$ cat src/hw/bdcx_consts.svh
/*
 * Constants of the debug command executor: opcodes, sizes, fill bytes
 * and cycle counts. Assumes inclusion by bare name from the module;
 * the package does not include it.
 */
// Function
// - Trace line sent low longword first, MSB first
// - No trace buffer returns zero bytes
// - Acknowledge before each trace longword
// - Repeat read reuses last read address
// - Repeat read illegal after other commands
// - No-operation keeps held address pointer
// - Status read returns 16 bits, high first
// - PC sample returns 24 bits, MSB first
// - PC sample timeout gives error bytes
// - Clocked stop samples following instruction
// - Current or resume address by mode
// - Status write variants return low status
// - Write acknowledge after completion or abort
// - Longword accesses force aligned address
// - Register write sends operand to register
// - Register accesses are always 32 bits
// - Register write outside background rejected
// - Failed reads return error byte each
// - Register numbers D..F are illegal accesses
`ifndef BDCX_CONSTS_SVH
`define BDCX_CONSTS_SVH

// ==================================================
// Opcodes
`define BDCX_OP_TRACE   8'h07
`define BDCX_OP_STAT    8'h2D
`define BDCX_OP_PC      8'h01
`define BDCX_OP_NOP     8'h00
`define BDCX_OP_SAME    7'h2A
`define BDCX_HI_WRITE   4'h1
`define BDCX_HI_READ    4'h3
`define BDCX_HI_REGW    4'h4

// ==================================================
// Values and counts
`define BDCX_ERR_BYTE   8'hEE
`define BDCX_CRN_BAD    4'hD
`define BDCX_SZ_LONG    2'h2
`define BDCX_DLY_CYC    5'h10
`define BDCX_TMO_CYC    9'h100
`define BDCX_ADDR_N     2'h3

`endif

$ cat src/hw/bdcx_pkg.sv
/*
 * Types of the debug command executor.
 * Assumes the constants header sits beside it.
 */
package bdcx_pkg;
    // Command engine states
    typedef enum logic [2:0] {
        ST_IDLE   = 3'b000,
        ST_ADDR   = 3'b001,
        ST_WDATA  = 3'b010,
        ST_ACCESS = 3'b011,
        ST_DELAY  = 3'b100,
        ST_SEND   = 3'b101
    } bdcx_state_t;

    // Command classes
    typedef enum logic [2:0] {
        K_TRACE = 3'b000,
        K_MEMRD = 3'b001,
        K_SAME  = 3'b010,
        K_MEMWR = 3'b011,
        K_STAT  = 3'b100,
        K_PC    = 3'b101,
        K_REGW  = 3'b110
    } bdcx_kind_t;

    // Internal bus request
    typedef struct packed {
        logic        req;
        logic        we;
        logic [1:0]  size;
        logic [23:0] addr;
        logic [31:0] wdata;
    } bdcx_mem_req_t;

    // CPU register write
    typedef struct packed {
        logic        we;
        logic [3:0]  num;
        logic [31:0] data;
    } bdcx_reg_wr_t;
endpackage : bdcx_pkg

$ cat src/hw/bdcx_engine.sv
/*
 * Debug command executor: takes command bytes from the link layer,
 * runs trace, repeat read, status, PC sample, memory and register
 * write accesses, and returns answer bytes, acknowledge pulses and flags.
 * Assumes a byte-level link layer and internal bus on the same clock.
 */
`timescale 1ns/1ps
`include "bdcx_consts.svh"

module bdcx_engine
    import bdcx_pkg::*;
#(
    parameter bit TRACE_PRESENT = 1'b1          // Trace buffer built in
) (
    input  wire logic          clk_sys_i,       // System clock, 25 MHz
    input  wire logic          reset_i,         // Synchronous reset
    input  wire logic          rx_valid_i,      // Command byte strobe
    input  wire logic [7:0]    rx_byte_i,       // Command byte
    input  wire logic          sync_i,          // Realign pulse seen
    input  wire logic          hs_en_i,         // Handshake enabled
    input  wire logic          tx_ready_i,      // Link took answer byte
    output logic               tx_valid_o,      // Answer byte valid
    output logic [7:0]         tx_byte_o,       // Answer byte
    output logic               ack_o,           // Acknowledge pulse
    output logic               illegal_resp_o,  // Illegal response pulse
    output logic               busy_o,          // Command in progress
    input  wire logic [15:0]   csr_i,           // debug_control_status_reg
    input  wire logic          flag_clr_i,      // Clear the three flags
    output logic               illegal_command_flag_o,
    output logic               no_response_flag_o,
    output logic               illegal_access_flag_o,
    input  wire logic          background_debug_mode_i, // Halted
    input  wire logic          clock_in_stop_option_i,  // Clock runs in stop
    input  wire logic          external_hold_request_i, // Bus held
    input  wire logic          cpu_in_wait_i,   // Pause instruction active
    input  wire logic          cpu_in_stop_i,   // Stop instruction active
    input  wire logic [23:0]   cpu_pc_cur_i,    // Executing address
    input  wire logic [23:0]   cpu_pc_next_i,   // Resume address
    output bdcx_reg_wr_t       reg_wr_o,        // CPU register write
    input  wire logic          reg_done_i,      // Register write done
    output bdcx_mem_req_t      mem_o,           // Internal bus request
    input  wire logic          mem_done_i,      // Bus access done
    input  wire logic          mem_err_i,       // Illegal address
    input  wire logic [31:0]   mem_rdata_i,     // Read data, low aligned
    output logic               trace_req_o,     // Trace access request
    output logic               trace_half_o,    // 1: line bits 63:32
    input  wire logic          trace_valid_i,   // Trace data ready
    input  wire logic [63:0]   trace_line_i     // Trace line
);

    // ==================================================
    // Helpers
    // Bytes of a sized access
    function automatic logic [2:0] nbytes(input logic [1:0] sz);
        nbytes = (sz == 2'h0) ? 3'h1 : (sz == 2'h1) ? 3'h2 : 3'h4;
    endfunction : nbytes

    // Left-justify answer: optional status, then data MSB first
    function automatic logic [39:0] pack(input logic ws, input logic [7:0] st,
                                         input logic [31:0] d, input logic [2:0] n);
        logic [31:0] t;
        t = d << {(3'h4 - n), 3'h0};
        pack = ws ? {st, t} : {t, 8'h00};
    endfunction : pack

    // ==================================================
    // State
    bdcx_state_t  state_q;       // Engine state
    bdcx_kind_t   kind_q;        // Command class
    logic [7:0]   op_q;          // Opcode
    logic [1:0]   sz_q;          // Access size
    logic         ws_q;          // With-status variant
    logic         rej_q;         // Register write rejected
    logic         half_q;        // Second trace longword
    logic         seq_ok_q;      // Repeat read allowed
    logic [23:0]  addr_q;        // Held access address
    logic [31:0]  wdata_q;       // Collected operand
    logic [2:0]   bcnt_q;        // Bytes still to collect
    logic [39:0]  tx_buf_q;      // Answer bytes
    logic [2:0]   tx_left_q;     // Answer bytes left
    logic [4:0]   dly_q;         // Delay counter
    logic [8:0]   tmo_q;         // Access timeout counter
    logic         ill_cmd_q;     // Flags
    logic         no_resp_q;
    logic         ill_acc_q;
    logic         ack_q;         // Acknowledge pulse
    logic         ill_resp_q;    // Illegal response pulse

    // ==================================================
    // Decode of the incoming opcode
    logic       dec;             // Opcode taken
    logic       is_trace, is_same, is_stat, is_pc, is_wr, is_rd, is_regw, is_nop;
    logic       acc_ok, tmo, fin, pc_ok, last_tx;
    logic [31:0] res;            // Access result
    logic [2:0]  res_n;          // Result bytes

    assign dec      = (state_q == ST_IDLE) && rx_valid_i;
    assign is_trace = rx_byte_i == `BDCX_OP_TRACE;
    assign is_same  = rx_byte_i[7:1] == `BDCX_OP_SAME;
    assign is_stat  = rx_byte_i == `BDCX_OP_STAT;
    assign is_pc    = rx_byte_i == `BDCX_OP_PC;
    assign is_nop   = rx_byte_i == `BDCX_OP_NOP;
    assign is_wr    = (rx_byte_i[7:4] == `BDCX_HI_WRITE) && !rx_byte_i[1]
                      && (rx_byte_i[3:2] != 2'h3);
    assign is_rd    = (rx_byte_i[7:4] == `BDCX_HI_READ) && !rx_byte_i[1]
                      && (rx_byte_i[3:2] != 2'h3);
    assign is_regw  = rx_byte_i[7:4] == `BDCX_HI_REGW;

    // Sample blocked while paused, stopped unclocked or held
    assign pc_ok = !cpu_in_wait_i && !external_hold_request_i
                   && !(cpu_in_stop_i && !clock_in_stop_option_i);

    // Completion of the current access
    always_comb begin
        case (kind_q)
            // No trace buffer completes at once
            K_TRACE: acc_ok = !TRACE_PRESENT || trace_valid_i;
            K_MEMRD, K_SAME, K_MEMWR: acc_ok = mem_done_i;
            K_PC:    acc_ok = pc_ok;
            K_REGW:  acc_ok = reg_done_i;
            default: acc_ok = 1'b1;
        endcase
    end
    assign tmo = (tmo_q == `BDCX_TMO_CYC) && !acc_ok;
    assign fin = (state_q == ST_ACCESS) && (acc_ok || tmo);

    // Result of the access
    always_comb begin
        res   = 32'h0000_0000;
        res_n = 3'h0;
        case (kind_q)
            K_TRACE: begin
                res   = !TRACE_PRESENT ? 32'h0000_0000 :
                        half_q ? trace_line_i[63:32] : trace_line_i[31:0];
                res_n = 3'h4;
            end
            K_MEMRD, K_SAME: begin
                res   = (tmo || mem_err_i) ? {4{`BDCX_ERR_BYTE}} : mem_rdata_i;
                res_n = nbytes(sz_q);
            end
            K_STAT: begin
                res   = {16'h0000, csr_i};
                res_n = 3'h2;
            end
            K_PC: begin
                // Resume address when halted or clocked stop
                res   = tmo ? {4{`BDCX_ERR_BYTE}} :
                        (background_debug_mode_i || cpu_in_stop_i)
                        ? {8'h00, cpu_pc_next_i} : {8'h00, cpu_pc_cur_i};
                res_n = 3'h3;
            end
            default: begin
                res   = 32'h0000_0000;
                res_n = 3'h0;
            end
        endcase
    end
    assign last_tx = (state_q == ST_SEND) && tx_ready_i && (tx_left_q == 3'h1);

    // ==================================================
    // Main sequencer
    always_ff @(posedge clk_sys_i) begin
        if (reset_i) begin
            state_q   <= ST_IDLE;
            kind_q    <= K_STAT;
            op_q      <= 8'h00;
            sz_q      <= 2'h0;
            ws_q      <= 1'b0;
            rej_q     <= 1'b0;
            half_q    <= 1'b0;
            wdata_q   <= 32'h0000_0000;
            bcnt_q    <= 3'h0;
            tx_buf_q  <= 40'h00_0000_0000;
            tx_left_q <= 3'h0;
            dly_q     <= 5'h00;
        end else begin
            case (state_q)
                ST_IDLE: begin
                    half_q <= 1'b0;
                    if (rx_valid_i) begin
                        op_q <= rx_byte_i;
                        sz_q <= rx_byte_i[3:2];
                        // Status bit means with-status only for memory commands
                        ws_q <= rx_byte_i[0] && (is_same || is_wr || is_rd);
                        if (is_trace) begin
                            kind_q  <= K_TRACE;
                            state_q <= ST_ACCESS;
                        end else if (is_same) begin
                            kind_q <= K_SAME;
                            if (seq_ok_q) begin
                                state_q <= ST_ACCESS;
                            end else begin
                                // Invalid repeat read gives error bytes
                                tx_buf_q  <= {5{`BDCX_ERR_BYTE}};
                                tx_left_q <= nbytes(rx_byte_i[3:2]);
                                state_q   <= ST_SEND;
                            end
                        end else if (is_stat || is_pc) begin
                            kind_q  <= is_stat ? K_STAT : K_PC;
                            state_q <= ST_ACCESS;
                        end else if (is_wr || is_rd) begin
                            kind_q  <= is_wr ? K_MEMWR : K_MEMRD;
                            bcnt_q  <= {1'b0, `BDCX_ADDR_N};
                            state_q <= ST_ADDR;
                        end else if (is_regw) begin
                            kind_q  <= K_REGW;
                            rej_q   <= !background_debug_mode_i;
                            bcnt_q  <= 3'h4;
                            state_q <= ST_WDATA;
                        end
                    end
                end
                ST_ADDR: begin
                    if (rx_valid_i) begin
                        bcnt_q <= bcnt_q - 3'h1;
                        if (bcnt_q == 3'h1) begin
                            bcnt_q  <= nbytes(sz_q);
                            state_q <= (kind_q == K_MEMWR) ? ST_WDATA : ST_ACCESS;
                        end
                    end
                end
                ST_WDATA: begin
                    if (rx_valid_i) begin
                        wdata_q <= {wdata_q[23:0], rx_byte_i};
                        bcnt_q  <= bcnt_q - 3'h1;
                        if (bcnt_q == 3'h1) begin
                            // Rejected or bad number: no write
                            state_q <= (kind_q == K_REGW && (rej_q
                                        || op_q[3:0] >= `BDCX_CRN_BAD))
                                       ? ST_IDLE : ST_ACCESS;
                        end
                    end
                end
                ST_ACCESS: begin
                    if (fin) begin
                        tx_buf_q  <= pack(ws_q && kind_q != K_STAT, csr_i[7:0],
                                          res, res_n);
                        tx_left_q <= res_n + {2'b00, ws_q && kind_q != K_STAT};
                        dly_q     <= `BDCX_DLY_CYC;
                        if (kind_q == K_STAT || (ws_q && kind_q != K_TRACE
                            && kind_q != K_PC && kind_q != K_REGW)) begin
                            state_q <= ST_DELAY;
                        end else if (kind_q == K_MEMWR || kind_q == K_REGW) begin
                            state_q <= ST_IDLE;
                        end else begin
                            state_q <= ST_SEND;
                        end
                    end
                end
                ST_DELAY: begin
                    dly_q <= dly_q - 5'h01;
                    if (dly_q == 5'h01) begin
                        state_q <= (kind_q == K_TRACE) ? ST_ACCESS : ST_SEND;
                    end
                end
                ST_SEND: begin
                    if (tx_ready_i) begin
                        tx_buf_q  <= {tx_buf_q[31:0], 8'h00};
                        tx_left_q <= tx_left_q - 3'h1;
                        if (tx_left_q == 3'h1) begin
                            if (kind_q == K_TRACE && !half_q) begin
                                half_q  <= 1'b1;
                                dly_q   <= `BDCX_DLY_CYC;
                                state_q <= hs_en_i ? ST_ACCESS : ST_DELAY;
                            end else begin
                                state_q <= ST_IDLE;
                            end
                        end
                    end
                end
                default: state_q <= ST_IDLE;
            endcase
        end
    end

    // Held address; aligned for longwords as it arrives
    always_ff @(posedge clk_sys_i) begin
        if (reset_i) begin
            addr_q <= 24'h00_0000;
        end else if (state_q == ST_ADDR && rx_valid_i) begin
            // Longword address forced to multiple of four
            addr_q <= {addr_q[15:0], (bcnt_q == 3'h1 && sz_q == `BDCX_SZ_LONG)
                       ? {rx_byte_i[7:2], 2'b00} : rx_byte_i};
        end
    end

    // Repeat-read permission
    always_ff @(posedge clk_sys_i) begin
        if (reset_i) begin
            seq_ok_q <= 1'b0;
        end else if (sync_i) begin
            seq_ok_q <= 1'b1;
        end else if (dec && !(is_nop || is_same || is_rd)) begin
            // No-operation leaves pointer and permission intact
            seq_ok_q <= 1'b0;
        end else if (fin && (kind_q == K_MEMRD || kind_q == K_SAME)) begin
            seq_ok_q <= !(tmo || mem_err_i);
        end
    end

    // Timeout counter for internal accesses
    always_ff @(posedge clk_sys_i) begin
        if (reset_i || state_q != ST_ACCESS || fin) begin
            tmo_q <= 9'h000;
        end else begin
            tmo_q <= tmo_q + 9'h001;
        end
    end

    // Sticky flags: setting wins over clearing
    always_ff @(posedge clk_sys_i) begin
        if (reset_i) begin
            ill_cmd_q <= 1'b0;
            no_resp_q <= 1'b0;
            ill_acc_q <= 1'b0;
        end else begin
            ill_cmd_q <= (ill_cmd_q && !flag_clr_i) || (dec && is_same && !seq_ok_q)
                         || (dec && is_regw && !background_debug_mode_i);
            no_resp_q <= (no_resp_q && !flag_clr_i) || (fin && tmo);
            ill_acc_q <= (ill_acc_q && !flag_clr_i)
                         || (fin && mem_err_i && kind_q != K_TRACE && kind_q != K_PC)
                         || (state_q == ST_WDATA && rx_valid_i && bcnt_q == 3'h1
                             && kind_q == K_REGW && !rej_q
                             && op_q[3:0] >= `BDCX_CRN_BAD);
        end
    end

    // Acknowledge and illegal response pulses
    always_ff @(posedge clk_sys_i) begin
        if (reset_i) begin
            ack_q      <= 1'b0;
            ill_resp_q <= 1'b0;
        end else begin
            ack_q      <= fin && hs_en_i && kind_q != K_STAT && !ws_q;
            ill_resp_q <= (dec && is_same && !seq_ok_q)
                          || (dec && is_regw && !background_debug_mode_i);
        end
    end

    // ==================================================
    // Outputs
    assign tx_valid_o             = state_q == ST_SEND;
    assign tx_byte_o              = tx_buf_q[39:32];
    assign ack_o                  = ack_q;
    assign illegal_resp_o         = ill_resp_q;
    assign busy_o                 = state_q != ST_IDLE;
    assign illegal_command_flag_o = ill_cmd_q;
    assign no_response_flag_o     = no_resp_q;
    assign illegal_access_flag_o  = ill_acc_q;
    // Repeat read uses the held address
    assign mem_o.req   = state_q == ST_ACCESS && (kind_q == K_MEMRD
                         || kind_q == K_SAME || kind_q == K_MEMWR);
    assign mem_o.we    = kind_q == K_MEMWR;
    assign mem_o.size  = sz_q;
    assign mem_o.addr  = addr_q;
    assign mem_o.wdata = wdata_q;
    assign reg_wr_o.we   = state_q == ST_ACCESS && kind_q == K_REGW;
    assign reg_wr_o.num  = op_q[3:0];
    assign reg_wr_o.data = wdata_q;
    assign trace_req_o   = state_q == ST_ACCESS && kind_q == K_TRACE && TRACE_PRESENT;
    assign trace_half_o  = half_q;

    // ==================================================
    // Checks
    a_trace_low: assert property (@(posedge clk_sys_i) disable iff (reset_i)
        fin && kind_q == K_TRACE && !half_q && TRACE_PRESENT
        |=> tx_buf_q[39:8] == $past(trace_line_i[31:0]))
        else $error("trace low longword not first");
    a_trace_zero: assert property (@(posedge clk_sys_i) disable iff (reset_i)
        fin && kind_q == K_TRACE && !TRACE_PRESENT |=> tx_buf_q[39:8] == 32'h0)
        else $error("absent trace not zero");
    a_trace_ack: assert property (@(posedge clk_sys_i) disable iff (reset_i)
        last_tx && kind_q == K_TRACE && !half_q && hs_en_i |=> state_q == ST_ACCESS)
        else $error("second trace longword not accessed");
    a_same_ill: assert property (@(posedge clk_sys_i) disable iff (reset_i)
        dec && is_same && !seq_ok_q |=> ill_cmd_q && illegal_resp_o)
        else $error("invalid repeat read not flagged");
    a_stat_word: assert property (@(posedge clk_sys_i) disable iff (reset_i)
        fin && kind_q == K_STAT |=> tx_buf_q[39:24] == $past(csr_i) ##1
        state_q == ST_DELAY)
        else $error("status word wrong");
    a_pc_err: assert property (@(posedge clk_sys_i) disable iff (reset_i)
        fin && kind_q == K_PC && tmo |=> no_resp_q && tx_buf_q[39:16] == 24'hEEEEEE)
        else $error("pc timeout not reported");
    a_ack_done: assert property (@(posedge clk_sys_i) disable iff (reset_i)
        ack_o |-> $past(fin) && $past(hs_en_i))
        else $error("ack without completion");
    a_long_align: assert property (@(posedge clk_sys_i) disable iff (reset_i)
        mem_o.req && mem_o.size == `BDCX_SZ_LONG |-> mem_o.addr[1:0] == 2'b00)
        else $error("longword address unaligned");
    a_regw_guard: assert property (@(posedge clk_sys_i) disable iff (reset_i)
        reg_wr_o.we |-> !rej_q && reg_wr_o.num < `BDCX_CRN_BAD)
        else $error("illegal register write");
    c_trace_full: cover property (@(posedge clk_sys_i) last_tx && half_q);
    c_pc_tmo: cover property (@(posedge clk_sys_i) fin && kind_q == K_PC && tmo);
    c_wr_ws: cover property (@(posedge clk_sys_i) last_tx && kind_q == K_MEMWR);

endmodule : bdcx_engine

$ cat config.mk
export PLATFORM = sky130hd
export DESIGN_NAME = bdcx_engine
export DESIGN_NICKNAME = d
export VERILOG_FILES = /design/src/hw/bdcx_pkg.sv /design/src/hw/bdcx_engine.sv
export VERILOG_INCLUDE_DIRS = /design/src /design/src/hw
export SDC_FILE = /design/constraint.sdc
export NUM_CORES = 1
export LEC_CHECK = 0
export ABC_AREA = 1
export BUFFER_PORTS_ARGS = -buffer_cell sky130_fd_sc_hd__buf_2
export CAP_MARGIN = 20
export CORE_UTILIZATION = 55
export CTS_BUF_LIST = sky130_fd_sc_hd__clkbuf_8
export CTS_CLUSTER_SIZE = 30
export DETAILED_ROUTE_END_ITERATION = 10
export HOLD_SLACK_MARGIN = 0.12
export MAX_ROUTING_LAYER = met4
export PLACE_DENSITY_LB_ADDON = 0.3
export SYNTH_ARGS = -nofsm -noshare
export SYNTH_HDL_FRONTEND = slang
export SYNTH_SLANG_ARGS = --single-unit
export TNS_END_PERCENT = 100
$ cat constraint.sdc
create_clock -name clk_sys_i -period 5.4 [get_ports clk_sys_i]
set_input_delay 1.08 -clock clk_sys_i [delete_from_list [all_inputs] [get_ports clk_sys_i]]
set_output_delay 1.08 -clock clk_sys_i [all_outputs]
set_load 0.01 [all_outputs]
==> metrics.cfg <==
[routing]
wl_per_cell_um=16.6
ant_nets=0
drc_errors=0
via_per_inst=5.66
drt-pass1-iter-count=5
drt_wl_total_mm=30.8
via_count=10500
drt-initial-drc-count=815

[timing]
fin_worst_skew_ps=13.3
period_minus_slack_ps=3850
finalSetupViolCount=0
maxClockFrequency_ghz=0.260
rsz0062_at_grt=no
hold_viol_final=0
slew_headroom_pct=35.3
fin_crit_sh_pct=71.3
finalSetupTns_ps=0
tightest_slew_ps=969
finalMaxSlewViolations=0

[synth]
ys_ff_latch=135
syn-cell-area_sq_mm=0.00908
yosysTopAreaCell=dfxtp_1
synthDistinctLibCells=54
ys.warnings.count=0
synth_top_area_share_pct=29.7
ys_seq_area_share_pct=29.7
ys_top_cells_by_count=nand2_1, nor2_1, dfxtp_1, o21ai_0, a21oi_1
ys.flop_type=dfxtp_1
syn_nets=1612
synth_top_cells_by_area=dfxtp_1, nand2_1, o21ai_0
synthArstFlopShare_pct=0
synth_edf_count=0
synthCells=1417
syn_area_per_cell_sq_um=6.41
yosysMostFrequentCell=nand2_1

[global_routing]
grt_pass1_wl_mm=48.3
grt_max_degree=50
grtUsageTotal_pct=37.5
antenna_found_initial=2
grt_pass1_vias=9707
gr-total-overflow=0

[clocking]
clk_pin_slew_ps=80
root_buffer=clkbuf_8
cts_buffer_depth=2
post-cts-setup-buffer-count=0
cts_buffers=17
cts_resized=0
cts_max_level=4
holdBufCountCts=0
cts_tree=yes
clock_latency_ps=460
clock_sinks=135

[placement]
dpl.hpwl_mm=22.8
postPlaceCellArea_sq_mm=0.0102
io_buffers=297
gp_congestion=1.01

[run]
drv_cap=0

[floorplan]
dieArea_sq_mm=0.0170
rows=46
ios=298
core_sq_mm=0.0160
dieHeight_um=131
die_x_um=131
start_util_pct=56.8

[power]
totalPowerFinal_w=0.00269
ir_worst_vdd_mv=0.186
power_density_mw_per_mm2=253
leakage_nw=5.36

[layout]
multi_input_area_sq_mm=0.00520
utilization_pct=66.4
area_growth_syn_to_layout_pct=16.9
ff_latch_area_sq_mm=0.00270
final_layout_size_suffix_gt1_share_pct=26.0
final_cell_area_sq_mm=0.0106
fill_cells=1527
nets=1818

[worst_setup_path]
critPathKind=reg -> reg
cp-end-kind=flip-flop
reg2reg_from=kind_q[2]$_SDFFE_PP1P_
cp.required_ps=5780
worstPathArrival_ps=4230
startpoint=kind_q[2]$_SDFFE_PP1P_
critPathCapture=tx_buf_q[24]$_SDFFE_PP0P_
path_max_fanout=19
worst_setup_path_start_kind=flip-flop
r2r_end=tx_buf_q[24]$_SDFFE_PP0P_
path_cells=inv_4, nor2_2, inv_2, nand2_1, a31oi_1, ha_1, inv_1, nand2_2, inv_1, nand2_1, o21ai_1, a21oi_1, a21oi_1
r2r_cells=13
max_stage_delay_ps=570
slowest_stage=dfxtp_1
rrSetupSlack_ps=1550

[status]
outcome=finished clean

[min_path]
hold_depth=1
min_path_type=reg -> reg

-- stage by stage --
stage	setup WS, ps	cells	hold slack (ps)
2_1_floorplan	2680	1417	417
3_3_place_gp	1650	1820	428
3_5_place_dp	1640	1820	439
4_1_cts	1620	1852	456
5_1_grt	1320	1854	484
6_report	1550	1854	451
-- final cells by class --
type,instances,area share [%]
multi-input combinational,1044,49.0
sequential,135,25.4
timing repair buffer,304,14.5
inverter,121,4.33
tap,216,2.54
clock buffer,19,2.46
clock inverter,13,1.70
antenna,2,0.0471
-- cells in the final DEF (no fill, tap or decap), drive strengths merged, types with 4 or more instances in the layout --
| cell type | instances |
|---|---|
| a211oi | 4 |
| nand4 | 20 |
| o21ai | 159 |
| nand3 | 93 |
| or2 | 11 |
| xnor2 | 4 |
| a221oi | 12 |
| nor3 | 18 |
| nand2 | 336 |
| nand3b | 4 |
| a22o | 4 |
| nor3b | 10 |
| clkinv | 4 |
| mux2 | 4 |
| a31oi | 8 |
| ha | 11 |
| a21oi | 130 |
| inv | 125 |
| o211ai | 15 |
| clkbuf | 19 |
| nor2 | 186 |
| buf | 304 |
| dfxtp | 135 |
-- worst min path at each step --
| stage | startpoint | end | slack, ps |
|---|---|---|---|
| CTS | tmo_q[0]$_SDFF_PP0_ | tmo_q[0]$_SDFF_PP0_ | 460 |
| global placement | tmo_q[0]$_SDFF_PP0_ | tmo_q[0]$_SDFF_PP0_ | 430 |
| floorplan | tmo_q[0]$_SDFF_PP0_ | tmo_q[0]$_SDFF_PP0_ | 420 |
| detailed placement | tmo_q[0]$_SDFF_PP0_ | tmo_q[0]$_SDFF_PP0_ | 440 |
| finish | tmo_q[0]$_SDFF_PP0_ | tmo_q[0]$_SDFF_PP0_ | 450 |
| global route | tmo_q[0]$_SDFF_PP0_ | tmo_q[0]$_SDFF_PP0_ | 480 |
-- worst max-delay path, delay by kind of cell, from the launching register on --
kind            cells  cell delay [ps]
buf+inv             4             1130
simple gates        4              960
compound gates      4              640
flops               1              570
fa+ha+maj           1              480
-- cell families (layout without fill, tap and decap cells) --
family	after synthesis	after routing	share of synthesized area [%]
muxes	4	4	0.496
other	0	2	0
buffers and inverters	238	457	13.0
and+or+nand+nor	679	679	33.3
adders and majority gates	11	11	1.51
xor gates and xnor gates	7	7	0.758
DFF	135	135	29.7
AOI/OAI and AO/OA	343	343	21.2
-- report_power, final --
part,leakage (nW),total [W],switching [W],internal [W]
Combinational,4.05,0.000659,0.000426,0.000232
Clock,0.219,0.000935,0.000439,0.000496
Sequential,1.09,0.00110,0.0000446,0.00105
-- flip-flops by register name (all words and copies together), names as in the netlist, 4 cells and up --
register / cells
wdata_q: 32
addr_q: 24
tmo_q: 9
tx_buf_q: 40
dly_q: 5
op_q: 4
-- layer usage --
metal	global-route usage, %	wire length (um)
met5	-	0
met4	20.7	1560
met3	9.12	2610
met2	60.5	14300
met1	42.6	12300
(Power assumes the default switching activity.)
